`src/verilog/slpctl_pkg.sv`:
```
// Constants, types and mode decoding for the sleep-mode clock controller
package slpctl_pkg;

    // Mode select codes presented by the core
    localparam logic [2:0] MODE_IDLE = 3'h0;
    localparam logic [2:0] MODE_ADC_NR = 3'h1;
    localparam logic [2:0] MODE_PDOWN = 3'h2;
    localparam logic [2:0] MODE_PSAVE = 3'h3;
    localparam logic [2:0] MODE_STANDBY = 3'h6;
    localparam logic [2:0] MODE_EXT_STANDBY = 3'h7;

    // Bit positions of the domain enable vector
    localparam int DOM_CORE = 0;
    localparam int DOM_SRAM = 1;
    localparam int DOM_TIMER = 2;
    localparam int DOM_SPI = 3;
    localparam int DOM_IRQ = 4;
    localparam int DOM_ADC = 5;
    localparam int DOM_ATIMER = 6;
    localparam int DOM_OSC = 7;
    localparam int DOM_W = 8;

    // Domains left running in each sleep mode
    localparam logic [7:0] MASK_ALL = 8'hff;
    localparam logic [7:0] MASK_NO_CORE = 8'hfe;
    // idle keeps oscillator, so timer, SPI and interrupt domains stay clocked
    localparam logic [7:0] MASK_IDLE = 8'h9e;
    localparam logic [7:0] MASK_ADC_NR = 8'he0;
    localparam logic [7:0] MASK_PDOWN = 8'h00;
    localparam logic [7:0] MASK_PSAVE = 8'h40;
    localparam logic [7:0] MASK_STANDBY = 8'h80;
    localparam logic [7:0] MASK_EXT_STANDBY = 8'hc0;
    localparam logic [7:0] MASK_OSC_ONLY = 8'h80;

    // Reset values
    localparam logic [2:0] RST_MODE = 3'h0;
    localparam logic [7:0] RST_DOM = 8'hff;

    // Oscillator restart time, rounded up to whole clock cycles
    localparam int CLK_PERIOD_PS = 5000;
    localparam int OSC_START_NS = 1000;
    localparam int OSC_START_CYC = (OSC_START_NS * 1000 + CLK_PERIOD_PS - 1) / CLK_PERIOD_PS;
    localparam int CNT_W = 8;
    localparam logic [7:0] OSC_START_LOAD = 8'(OSC_START_CYC - 1);
    localparam logic [7:0] CNT_ZERO = 8'h00;

    typedef enum logic [1:0] {
        ST_RUN = 2'b00,
        ST_SLEEP = 2'b01,
        ST_OSC = 2'b10,
        ST_DOMS = 2'b11
    } slpctl_state_t;

    // Domains kept alive by a sleep mode; unknown codes keep all
    function automatic logic [7:0] mode_mask(input logic [2:0] mode);
        case (mode)
            MODE_IDLE: mode_mask = MASK_IDLE;
            MODE_ADC_NR: mode_mask = MASK_ADC_NR;
            MODE_PDOWN: mode_mask = MASK_PDOWN;
            MODE_PSAVE: mode_mask = MASK_PSAVE;
            MODE_STANDBY: mode_mask = MASK_STANDBY;
            MODE_EXT_STANDBY: mode_mask = MASK_EXT_STANDBY;
            default: mode_mask = MASK_ALL;
        endcase
    endfunction

    // Only the six documented codes may start a sleep
    function automatic logic mode_ok(input logic [2:0] mode);
        case (mode)
            MODE_IDLE, MODE_ADC_NR, MODE_PDOWN, MODE_PSAVE,
            MODE_STANDBY, MODE_EXT_STANDBY: mode_ok = 1'b1;
            default: mode_ok = 1'b0;
        endcase
    endfunction

endpackage

```
`src/verilog/slpctl_dom_if.sv`:
```
// Carrier between the sleep sequencer and the domain gate decoder
`timescale 1ns/1ps
interface slpctl_dom_if;
    slpctl_pkg::slpctl_state_t state;
    logic [2:0] mode;
    logic [7:0] dom;

    modport ctl (output state, output mode, input dom);
    modport dec (input state, input mode, output dom);
endinterface

```
`src/verilog/slpctl_top.sv`:
```
// Sleep-mode clock controller: mode capture, domain gating, wake sequence
// How it works
// - Six software modes applied on sleep request
// - Idle stops core, converter and async timer; other peripherals keep clocks
// - Power-down stops all, waits interrupt or reset
// - Power-save keeps the asynchronous timer running
// - Noise-reduction keeps only oscillator, async timer and converter
// - Standby keeps only the main oscillator running
// - Extended standby keeps oscillator and async timer
`timescale 1ns/1ps
module slpctl_top (
    input wire logic sys_clk, // System clock, 200 MHz
    input wire logic rst, // Synchronous reset, active high
    input wire logic clk_en, // Freezes all state while low
    input wire logic sleep_req, // Core sleep request, same clock
    input wire logic [2:0] mode_sel, // Requested sleep mode code
    input wire logic wake_irq, // Wake interrupt, asynchronous
    output logic [7:0] dom_en, // Per-domain clock enables
    output logic sleeping // High while any domain is held off
);

    slpctl_dom_if dbus ();
    slpctl_pkg::slpctl_state_t state;
    slpctl_pkg::slpctl_state_t next_state;
    logic [2:0] mode;
    logic [2:0] next_mode;
    logic [7:0] cnt;
    logic [7:0] next_cnt;
    logic wake_meta;
    logic wake_s;
    logic [7:0] osc_run;
    logic [7:0] next_osc_run;

    ////////////////////////////////////////////////////////////////////////////
    // Wake line synchroniser; the first stage feeds only the second
    always_ff @(posedge sys_clk)
    begin
        if (rst)
        begin
            wake_meta <= 1'b0;
            wake_s <= 1'b0;
        end
        else if (clk_en)
        begin
            wake_meta <= wake_irq;
            wake_s <= wake_meta;
        end
    end

    ////////////////////////////////////////////////////////////////////////////
    // Sequencer next state
    always_comb
    begin
        next_state = state;
        next_mode = mode;
        next_cnt = cnt;
        case (state)
            slpctl_pkg::ST_RUN:
            begin
                if (sleep_req && slpctl_pkg::mode_ok(mode_sel))
                begin
                    next_mode = mode_sel;
                    next_state = slpctl_pkg::ST_SLEEP;
                end
            end
            slpctl_pkg::ST_SLEEP:
            begin
                if (wake_s)
                begin
                    // Stopped oscillator needs its restart time first
                    if ((slpctl_pkg::mode_mask(mode) & slpctl_pkg::MASK_OSC_ONLY) != 8'h00)
                        next_state = slpctl_pkg::ST_DOMS;
                    else
                    begin
                        next_state = slpctl_pkg::ST_OSC;
                        next_cnt = slpctl_pkg::OSC_START_LOAD;
                    end
                end
            end
            slpctl_pkg::ST_OSC:
            begin
                if (cnt == slpctl_pkg::CNT_ZERO)
                    next_state = slpctl_pkg::ST_DOMS;
                else
                    next_cnt = cnt - 8'h01;
            end
            slpctl_pkg::ST_DOMS:
            begin
                next_state = slpctl_pkg::ST_RUN;
            end
            default: next_state = slpctl_pkg::ST_RUN;
        endcase
    end

    // Decoder looks at the next state so enables line up with it
    assign dbus.state = next_state;
    assign dbus.mode = next_mode;

    slpctl_gate_dec u_dec (
        .bus (dbus.dec)
    );

    ////////////////////////////////////////////////////////////////////////////
    // Sequencer registers; outputs come straight from flops
    always_ff @(posedge sys_clk)
    begin
        if (rst)
        begin
            state <= slpctl_pkg::ST_RUN;
            mode <= slpctl_pkg::RST_MODE;
            cnt <= slpctl_pkg::CNT_ZERO;
            dom_en <= slpctl_pkg::RST_DOM;
            sleeping <= 1'b0;
        end
        else if (clk_en)
        begin
            state <= next_state;
            mode <= next_mode;
            cnt <= next_cnt;
            dom_en <= dbus.dom;
            sleeping <= (next_state != slpctl_pkg::ST_RUN);
        end
    end

    ////////////////////////////////////////////////////////////////////////////
    // Check helper: cycles spent waiting on the oscillator in this wake
    always_comb
    begin
        next_osc_run = 8'h00;
        if (state == slpctl_pkg::ST_OSC)
            next_osc_run = osc_run + 8'h01;
    end

    always_ff @(posedge sys_clk)
    begin
        if (rst)
            osc_run <= 8'h00;
        else if (clk_en)
            osc_run <= next_osc_run;
    end

    ////////////////////////////////////////////////////////////////////////////
    // Checks
    chk_sleep_entry: assert property (
        @(posedge sys_clk) disable iff (rst)
        clk_en && state == slpctl_pkg::ST_RUN && sleep_req && slpctl_pkg::mode_ok(mode_sel)
        |=> sleeping && !dom_en[slpctl_pkg::DOM_CORE] && mode == $past(mode_sel))
        else $error("sleep request not applied");

    chk_idle_gates: assert property (
        @(posedge sys_clk) disable iff (rst)
        state == slpctl_pkg::ST_SLEEP && mode == slpctl_pkg::MODE_IDLE |-> dom_en == 8'h9e)
        else $error("idle mode gating wrong");

    chk_pdown_hold: assert property (
        @(posedge sys_clk) disable iff (rst)
        state == slpctl_pkg::ST_SLEEP && mode == slpctl_pkg::MODE_PDOWN && !wake_s
        |-> dom_en == 8'h00 ##1 state == slpctl_pkg::ST_SLEEP)
        else $error("power-down left without interrupt");

    chk_psave_gates: assert property (
        @(posedge sys_clk) disable iff (rst)
        state == slpctl_pkg::ST_SLEEP && mode == slpctl_pkg::MODE_PSAVE |-> dom_en == 8'h40)
        else $error("power-save gating wrong");

    chk_adcnr_gates: assert property (
        @(posedge sys_clk) disable iff (rst)
        state == slpctl_pkg::ST_SLEEP && mode == slpctl_pkg::MODE_ADC_NR |-> dom_en == 8'he0)
        else $error("noise-reduction gating wrong");

    chk_stby_gates: assert property (
        @(posedge sys_clk) disable iff (rst)
        state == slpctl_pkg::ST_SLEEP && mode == slpctl_pkg::MODE_STANDBY |-> dom_en == 8'h80)
        else $error("standby gating wrong");

    chk_xstby_gates: assert property (
        @(posedge sys_clk) disable iff (rst)
        state == slpctl_pkg::ST_SLEEP && mode == slpctl_pkg::MODE_EXT_STANDBY
        |-> dom_en == 8'hc0)
        else $error("extended standby gating wrong");

    chk_core_last: assert property (
        @(posedge sys_clk) disable iff (rst)
        $rose(dom_en[slpctl_pkg::DOM_CORE]) && !$past(rst) |-> $past(dom_en) == 8'hfe)
        else $error("core resumed before domains restored");

    chk_osc_restart: assert property (
        @(posedge sys_clk) disable iff (rst)
        clk_en && state == slpctl_pkg::ST_SLEEP && wake_s && mode == slpctl_pkg::MODE_PDOWN
        |=> dom_en == 8'h80)
        else $error("oscillator not restarted first");

    chk_invalid_code: assert property (
        @(posedge sys_clk) disable iff (rst)
        clk_en && state == slpctl_pkg::ST_RUN && sleep_req
        && (mode_sel == 3'h4 || mode_sel == 3'h5) |=> !sleeping && dom_en == 8'hff)
        else $error("undefined mode code started a sleep");

    chk_freeze_hold: assert property (
        @(posedge sys_clk) disable iff (rst)
        !clk_en |=> $stable(dom_en) && $stable(sleeping))
        else $error("outputs moved while clock enable low");

    chk_idle_wake: assert property (
        @(posedge sys_clk) disable iff (rst)
        clk_en && state == slpctl_pkg::ST_SLEEP && wake_s && mode == slpctl_pkg::MODE_IDLE
        |=> dom_en == 8'hfe)
        else $error("idle wake waited on oscillator");

    chk_psave_restart: assert property (
        @(posedge sys_clk) disable iff (rst)
        clk_en && state == slpctl_pkg::ST_SLEEP && wake_s && mode == slpctl_pkg::MODE_PSAVE
        |=> dom_en == 8'hc0)
        else $error("power-save wake lost the async timer");

    chk_stby_wake: assert property (
        @(posedge sys_clk) disable iff (rst)
        clk_en && state == slpctl_pkg::ST_SLEEP && wake_s && mode == slpctl_pkg::MODE_STANDBY
        |=> dom_en == 8'hfe)
        else $error("standby wake not fast");

    chk_xstby_wake: assert property (
        @(posedge sys_clk) disable iff (rst)
        clk_en && state == slpctl_pkg::ST_SLEEP && wake_s
        && mode == slpctl_pkg::MODE_EXT_STANDBY |=> dom_en == 8'hfe)
        else $error("extended standby wake not fast");

    chk_osc_wait: assert property (
        @(posedge sys_clk) disable iff (rst)
        state == slpctl_pkg::ST_DOMS
        |-> osc_run == ((mode == slpctl_pkg::MODE_PDOWN || mode == slpctl_pkg::MODE_PSAVE)
        ? 8'(slpctl_pkg::OSC_START_CYC) : 8'h00))
        else $error("oscillator restart time wrong");

endmodule // slpctl_top

```
`src/verilog/slpctl_gate_dec.sv`:
```
// Domain enable decoder for the sleep sequencer state
`timescale 1ns/1ps
module slpctl_gate_dec (
    slpctl_dom_if.dec bus // State and mode in, enables out
);
    // Wake steps bring the oscillator back first, then every domain but the core
    always_comb
    begin
        case (bus.state)
            slpctl_pkg::ST_RUN: bus.dom = slpctl_pkg::MASK_ALL;
            slpctl_pkg::ST_SLEEP: bus.dom = slpctl_pkg::mode_mask(bus.mode);
            slpctl_pkg::ST_OSC: bus.dom = slpctl_pkg::mode_mask(bus.mode)
                | slpctl_pkg::MASK_OSC_ONLY;
            slpctl_pkg::ST_DOMS: bus.dom = slpctl_pkg::MASK_NO_CORE;
            default: bus.dom = slpctl_pkg::MASK_ALL;
        endcase
    end
endmodule // slpctl_gate_dec

```
`config.mk`:
```
export PLATFORM = sky130hd
export DESIGN_NAME = slpctl_top
export DESIGN_NICKNAME = d
export VERILOG_FILES = /design/src/verilog/slpctl_pkg.sv /design/src/verilog/slpctl_dom_if.sv /design/src/verilog/slpctl_top.sv /design/src/verilog/slpctl_gate_dec.sv
export SDC_FILE = /design/constraint.sdc
export NUM_CORES = 1
export LEC_CHECK = 0
export BUFFER_PORTS_ARGS = -buffer_cell sky130_fd_sc_hd__buf_2
export CAP_MARGIN = 5
export CORE_AREA = 8 8 62 64
export CTS_BUF_LIST = sky130_fd_sc_hd__clkbuf_4
export DETAILED_ROUTE_END_ITERATION = 8
export DIE_AREA = 0 0 70 72
export PLACE_DENSITY_LB_ADDON = 0.2
export RECOVER_POWER = 100
export SETUP_SLACK_MARGIN = 0.2
export SYNTH_ARGS = -nofsm -noshare
export SYNTH_HDL_FRONTEND = slang
export SYNTH_SLANG_ARGS = --single-unit
```
`constraint.sdc`:
```
create_clock -name sys_clk -period 2.9 [get_ports sys_clk]
set_input_delay 0 -clock sys_clk [delete_from_list [all_inputs] [get_ports sys_clk]]
set_output_delay 0 -clock sys_clk [all_outputs]
set_load 0.05 [all_outputs]
```
==> results of run 1 <==
[synth_stat cells, types with 2 or more instances]
cell / instances / share of area
a31oi_1: 4 / 0.020
o21ai_0: 2 / 0.0080
clkbuf_1: 4 / 0.012
nor2_1: 11 / 0.033
nor3b_1: 3 / 0.018
nor2b_1: 6 / 0.030
o21a_1: 5 / 0.030
nand2b_1: 3 / 0.015
nand4_1: 2 / 0.0099
nor4_1: 2 / 0.0099
buf_4: 4 / 0.024
inv_1: 8 / 0.024
nand3_1: 3 / 0.012
and3_1: 2 / 0.0099
nand2_1: 4 / 0.012
nor3_1: 4 / 0.016
a311oi_1: 2 / 0.014
dfxtp_1: 21 / 0.33
buf_2: 3 / 0.012
o211ai_1: 2 / 0.012
a21o_1: 3 / 0.018
ha_1: 2 / 0.020
a21oi_1: 12 / 0.048
a211oi_1: 4 / 0.024
o31ai_1: 2 / 0.012
mux2i_1: 5 / 0.040
[critical path, stage by stage, from the launching register on]
cell      delay [ns]
dfxtp_1         0.46
or4b_1          0.62
a21oi_1         0.35
mux2i_1         0.15
o211ai_2        0.17
[routing by layer]
layer / vias up / track usage
met5: - / 0
met4: 0 / 0.04018
met2: 17 / 0.1665
met3: 4 / 0.01910
li1: 559 / -
met1: 494 / 0.1421
[state kept, by name, indices dropped and copies added, names as in the netlist]
register,flops
dom_en,5
mode,3
wake_s,1
wake_meta,1
cnt,8
state,2
sleeping,1
[layout by cell type, fill, tap and decap left out, types with 5 or more instances in the layout]
| cell type | instances |
|---|---|
| a211oi_1 | 5 |
| mux2i_1 | 5 |
| nor2_1 | 11 |
| nor2b_1 | 6 |
| clkbuf_1 | 9 |
| dfxtp_1 | 21 |
| buf_2 | 7 |
| inv_1 | 8 |
| o21a_1 | 5 |
| a21oi_1 | 13 |
[power groups by stage]
| stage | combinational, W | clock [W] | sequential, W |
|---|---|---|---|
| finish | 0.000110 | 0.000151 | 0.000311 |
| global route | 0.000120 | 0.000166 | 0.000313 |
| CTS | 0.000115 | 0.000156 | 0.000311 |
| detailed placement | 0.000113 | 0 | 0.000317 |
| global placement | 0.000113 | 0 | 0.000317 |
| floorplan | 0.0000732 | 0 | 0.000335 |
[worst paths after layout]
path                                        startpoint  slack [ns]                endpoint  cells past startpoint
worst max-delay path             state[0]$_SDFFE_PP0P_        1.09  dom_en[5]$_SDFFE_PP1P_                      4
worst min-delay path                               rst        0.07     wake_s$_SDFFE_PP0P_                      2
worst max register to register   state[0]$_SDFFE_PP0P_        1.09  dom_en[5]$_SDFFE_PP1P_                      4
worst min register to register  dom_en[0]$_SDFFE_PP1P_        0.50  dom_en[0]$_SDFFE_PP1P_                      2
[area by class of cell]
type	instances	area [um^2]	area share
multi-input cells	105	732.0	0.5452
clock buffers	4	30.03	0.02237
flip-flops and latches	21	420.4	0.3131
well taps	33	41.29	0.03075
repair buffers	18	88.84	0.06617
inverters	8	30.03	0.02237
[cell families (layout without fill, tap and decap cells)]
group,count (synthesis),after routing,share of synthesized area
adders and majority gates,2,2,0.01990
DFF,21,21,0.3343
buffers and inverters,19,30,0.07164
and+or+nand+nor,51,51,0.2687
xor gates and xnor gates,1,1,0.006966
muxes,5,5,0.03980
AOI/OAI and AO/OA,46,46,0.2587
[metrics by stage]
stage	setup WS, ns	cell area (um^2)
6_report	1.089	1343
5_1_grt	0.9507	1343
4_1_cts	1.192	1369
3_5_place_dp	1.223	1319
3_3_place_gp	1.142	1319
2_1_floorplan	1.453	1257
[repair_timing]
action,in CTS,in global routing
hold endpoints to repair,2,0
hold buffers,2,0
resized for setup,0,0
==> flow_metrics.env, run 1 <==
export IMPL_status="completed"
export IMPL_fin_crit_ns=1.811
export IMPL_nFillCells=296
export IMPL_max_cap_violations=0
export IMPL_antenna_found_initial=0
export IMPL_postCtsSetupBuffers=0
export IMPL_ys_seq_area_frac=0.3343
export IMPL_async_reset_ff_frac=0
export IMPL_layout_cells_non_filler=189
export IMPL_die_width_um=70
export IMPL_dp_hpwl_um=1957
export IMPL_final_util=0.4625
export IMPL_avgSynthCellArea_um2=8.672
export IMPL_drt_first_pass_iters=4
export IMPL_portBuffers=16
export IMPL_diodes=0
export IMPL_clk_pin_slew_worst_paths_ns=0.12
export IMPL_syn_area_mm2=0.001257
export IMPL_p_sw_frac=0.3073
export IMPL_clock_latency_ns=0.30
export IMPL_p_sw_w=0.0001757
export IMPL_row_count=20
export IMPL_worst_setup_path_end_kind="flip-flop"
export IMPL_grt_pass1_wl_um=4643
export IMPL_start_kind="flip-flop"
export IMPL_syn2layout_area_growth_pct=6.766
export IMPL_setup_violations=0
export IMPL_synth_edf_count=0
export IMPL_p_int_w=0.0003960
export IMPL_grt_pass1_vias=1015
export IMPL_core_mm2=0.002903
export IMPL_syn_instance_count=145
export IMPL_cts_sinks=21
export IMPL_yosysWarnings=0
export IMPL_slew_violations=0
export IMPL_wire_per_inst_um=14.07
export IMPL_io_pins=17
export IMPL_max_slew_margin_rel=0.5950
export IMPL_drive_above_1_share=0.1154
export IMPL_p_leak_nw=0.4889
export IMPL_clockRootBuffer="clkbuf_4"
export IMPL_post_route_period_util=0.6244
export IMPL_drt_total_wl_um=2660
export IMPL_whs_ns=0.07219
export IMPL_track_usage=0.1067
export IMPL_hold_viol=0
export IMPL_cts_tree="done"
export IMPL_powerDensity_mw_per_mm2=425.9
export IMPL_p_clk_frac=0.265
export IMPL_met1_length_um=1453
export IMPL_drtIter0Drc=54
export IMPL_comb_power_share=0.192
export IMPL_dr_wl_met3_um=62
export IMPL_crit_fanout=12
export IMPL_cts_buffer_depth=2
export IMPL_dp_cells=183
export IMPL_viasPerCell=5.683
export IMPL_synth_nets=155
export IMPL_ys_types=48
export IMPL_ctsHtreeMaxLevel=1
export IMPL_worst_slew_pin_slew_ns=0.6100
export IMPL_p_seq_frac=0.543
export IMPL_ant_nets=0
export IMPL_critical_path_class="flip-flop to flip-flop"
export IMPL_die_y_um=72
export IMPL_finalPower_w=0.0005718
export IMPL_start_util=0.4332
export IMPL_gp_congestion=0.8177
export IMPL_dr_wl_met2_um=1122
export IMPL_arrival_ns=2.04
export IMPL_fmax_mhz=552.2
export IMPL_hold_class="input pin to flip-flop"
export IMPL_clock_skew_ns=0.009991
export IMPL_irDropWorstVdd_mv=0.2092
export IMPL_numCtsBuffers=3
export IMPL_vias=1074
export IMPL_final_nets=167
export IMPL_die_area_mm2=0.005040
export IMPL_grt_max_degree=26
export IMPL_finalSetupTns_ns=0
export IMPL_ys_flop_type="dfxtp_1"
export IMPL_gr_total_overflow=0
export IMPL_routed_top_layer="met4"
export IMPL_drc=0
export IMPL_synth_seq_cells=21
export IMPL_required_ns=3.13
export IMPL_rsz0062_at_grt="no"
Power figures use the tool's default switching activity.
==> run 2: changes to the inputs <==
- ABC_AREA: not set -> 1
- CORE_AREA: 8 8 62 64 -> 8 8 60 62
- DIE_AREA: 0 0 70 72 -> 0 0 68 70
- clock period: 2.9 -> 1.5 ns (I/O delays scaled with it)
==> run 2 against run 1 <==
  * Non-clock buffer count grew 4
  * Die area fell by 5.6%
  * Highest routed layer unchanged
  * First-iteration DRC count decreased by 46%
  * Sequential power rose by 94%
  * Worst setup slack lost 0.94 ns
==> flow_metrics.env, run 2 <==
export IMPL_hold_viol=0
export IMPL_clockRootBuffer="clkbuf_4"
export IMPL_p_sw_frac=0.3367
export IMPL_synth_most_common_cell="nand2_1"
export IMPL_clock_skew_ns=0.004597
export IMPL_grt_pass1_wl_um=4395
export IMPL_whs_ns=0.04009
export IMPL_ys_flop_type="dfxtp_1"
export IMPL_synth_common_cells="nand2_1, inv_1, dfxtp_1"
export IMPL_yosysTopAreaCellShare=0.3522
export IMPL_worst_setup_path_end_kind="flip-flop"
export IMPL_synth_edf_count=0
export IMPL_ant_nets=0
export IMPL_required_ns=1.74
export IMPL_ys_seq_area_frac=0.3522
export IMPL_yosysWarnings=0
export IMPL_clk_pin_slew_worst_paths_ns=0.12
export IMPL_worst_slew_pin_slew_ns=0.6772
export IMPL_p_seq_frac=0.507
export IMPL_diodes=0
export IMPL_row_count=19
export IMPL_drive_above_1_share=0.2857
export IMPL_comb_power_share=0.242
export IMPL_synth_nets=186
export IMPL_dp_hpwl_um=1912
export IMPL_p_sw_w=0.0003991
export IMPL_start_util=0.4483
export IMPL_syn2layout_area_growth_pct=19.60
export IMPL_slew_violations=0
export IMPL_die_y_um=70
export IMPL_final_common_cell="nand2_1"
export IMPL_viasPerCell=4.828
export IMPL_status="completed"
export IMPL_start_kind="flip-flop"
export IMPL_track_usage=0.1134
export IMPL_numCtsBuffers=3
export IMPL_ys_types=24
export IMPL_wire_per_inst_um=11.47
export IMPL_portBuffers=16
export IMPL_gr_total_overflow=0
export IMPL_p_int_w=0.0007862
export IMPL_fin_crit_ns=1.349
export IMPL_syn_area_mm2=0.001194
export IMPL_powerDensity_mw_per_mm2=830.3
export IMPL_top_register="cnt"
export IMPL_layout_common_cells="nand2_1, inv_1, dfxtp_1, nor2_1, a21oi_1"
export IMPL_final_nets=207
export IMPL_reg_top3="cnt (8), dom_en (5), mode (3)"
export IMPL_yosysTopAreaCell="dfxtp_1"
export IMPL_clock_latency_ns=0.30
export IMPL_crit_fanout=8
export IMPL_grt_max_degree=15
export IMPL_largest_reg_flops=8
export IMPL_synthTopCellsByArea="dfxtp_1, nand2_1, inv_1, nor2_1, nand3_1"
export IMPL_cts_buffer_depth=2
export IMPL_max_cap_violations=0
export IMPL_ctsHtreeMaxLevel=1
export IMPL_p_leak_nw=0.6716
export IMPL_arrival_ns=1.59
export IMPL_core_mm2=0.002663
export IMPL_async_reset_ff_frac=0
export IMPL_fmax_mhz=741.1
export IMPL_antenna_found_initial=0
export IMPL_drt_total_wl_um=2603
export IMPL_critical_path_class="flip-flop to flip-flop"
export IMPL_p_clk_frac=0.250
export IMPL_syn_instance_count=176
export IMPL_irDropWorstVdd_mv=0.6450
export IMPL_cts_sinks=21
export IMPL_gp_congestion=0.8731
export IMPL_die_area_mm2=0.004760
export IMPL_finalSetupTns_ns=0
export IMPL_io_pins=17
export IMPL_max_slew_margin_rel=0.5485
export IMPL_hold_class="input pin to flip-flop"
export IMPL_setup_violations=0
export IMPL_synth_seq_cells=21
export IMPL_avgSynthCellArea_um2=6.782
export IMPL_post_route_period_util=0.8996
export IMPL_drc=0
export IMPL_drtIter0Drc=29
export IMPL_grt_pass1_vias=1038
export IMPL_cts_tree="done"
export IMPL_drt_first_pass_iters=4
export IMPL_vias=1096
export IMPL_rsz0062_at_grt="yes"
export IMPL_die_width_um=68
==> run 2: cell types whose count changed in the layout (fill, tap and decap cells not counted), sizes merged, moves of 5 or more <==
cell / change
nor2b: -6
o21ai: +8
o21a: -5
nand2: +44
a211oi: -5
mux2i: -5
inv: +18
nand3: +13
nor2: +11
==> run 2: power by group through the flow <==
stage / clock network (W) / logic [W] / registers (W)
6_report: 0.000297 / 0.000287 / 0.000602
5_1_grt: 0.000333 / 0.000316 / 0.000606
4_1_cts: 0.000313 / 0.000281 / 0.000601
3_5_place_dp: 0 / 0.000263 / 0.000614
3_3_place_gp: 0 / 0.000259 / 0.000613
2_1_floorplan: 0 / 0.000167 / 0.000658
==> run 2: timing repair <==
action,CTS,global route
buffers inserted,3,2
hold buffers,1,0
endpoints found under the setup margin,15,16
gates resized for setup,21,14
pin swaps,10,7
hold endpoints to repair,1,0
==> run 2: cells by family after synthesis <==
| kind of cell | after synthesis | synth area share |
|---|---|---|
| fa+ha+maj | 2 | 0.02096 |
| buf+inv | 32 | 0.1101 |
| simple gates | 93 | 0.3847 |
| compound gates | 26 | 0.1174 |
| xor+xnor | 2 | 0.01468 |
| flops | 21 | 0.3522 |
==> run 2: final cells by class <==
class,instances,area (um^2)
clock buffers,4,30.03
repair buffers,22,115.1
flip-flops and latches,21,427.9
inverters,26,97.59
well taps,31,38.79
fillers,278,1235
multi-input cells,123,718.2
==> run 2: layer usage <==
metal,global-route usage,wire length (um),vias up
met5,0,0,-
met4,0.04328,28,0
met3,0.02552,125,2
met2,0.1806,1238,15
met1,0.1415,1211,490
li1,-,-,589
==> run 2: path summary, 6_finish.rpt <==
| check | start | endpoint | slack (ns) | depth (start not counted) |
|---|---|---|---|---|
| hold / removal | rst | cnt[7]$_SDFFE_PP0P_ | 0.04 | 2 |
| setup / recovery | cnt[0]$_SDFFE_PP0P_ | cnt[6]$_SDFFE_PP0P_ | 0.15 | 9 |
| setup reg to reg | cnt[0]$_SDFFE_PP0P_ | cnt[6]$_SDFFE_PP0P_ | 0.15 | 9 |
| hold reg to reg | mode[0]$_SDFFE_PP0P_ | mode[0]$_SDFFE_PP0P_ | 0.48 | 2 |
==> run 2: through the flow <==
step | utilization | total power, W | instances | setup slack, ns | instance area (um^2)
floorplan | - | 0.0008251 | 176 | 0.2105 | 1196
global placement | 0.4812 | 0.0008719 | 217 | 0.1074 | 1281
detailed placement | 0.4812 | 0.0008767 | 217 | 0.07266 | 1281
CTS | 0.5240 | 0.001195 | 225 | 0.1909 | 1395
global route | 0.5362 | 0.001255 | 227 | 0.05511 | 1428
finish | 0.5362 | 0.001185 | 227 | 0.1506 | 1428
==> run 2: critical path, cell delays in order, from the launching register on <==
cell	delay, ns
dfxtp_1	0.36
inv_2	0.07
ha_4	0.15
inv_2	0.06
nor2_4	0.04
nand3_4	0.11
nand3_4	0.12
nor2_8	0.17
nand2_1	0.08
a21oi_1	0.14
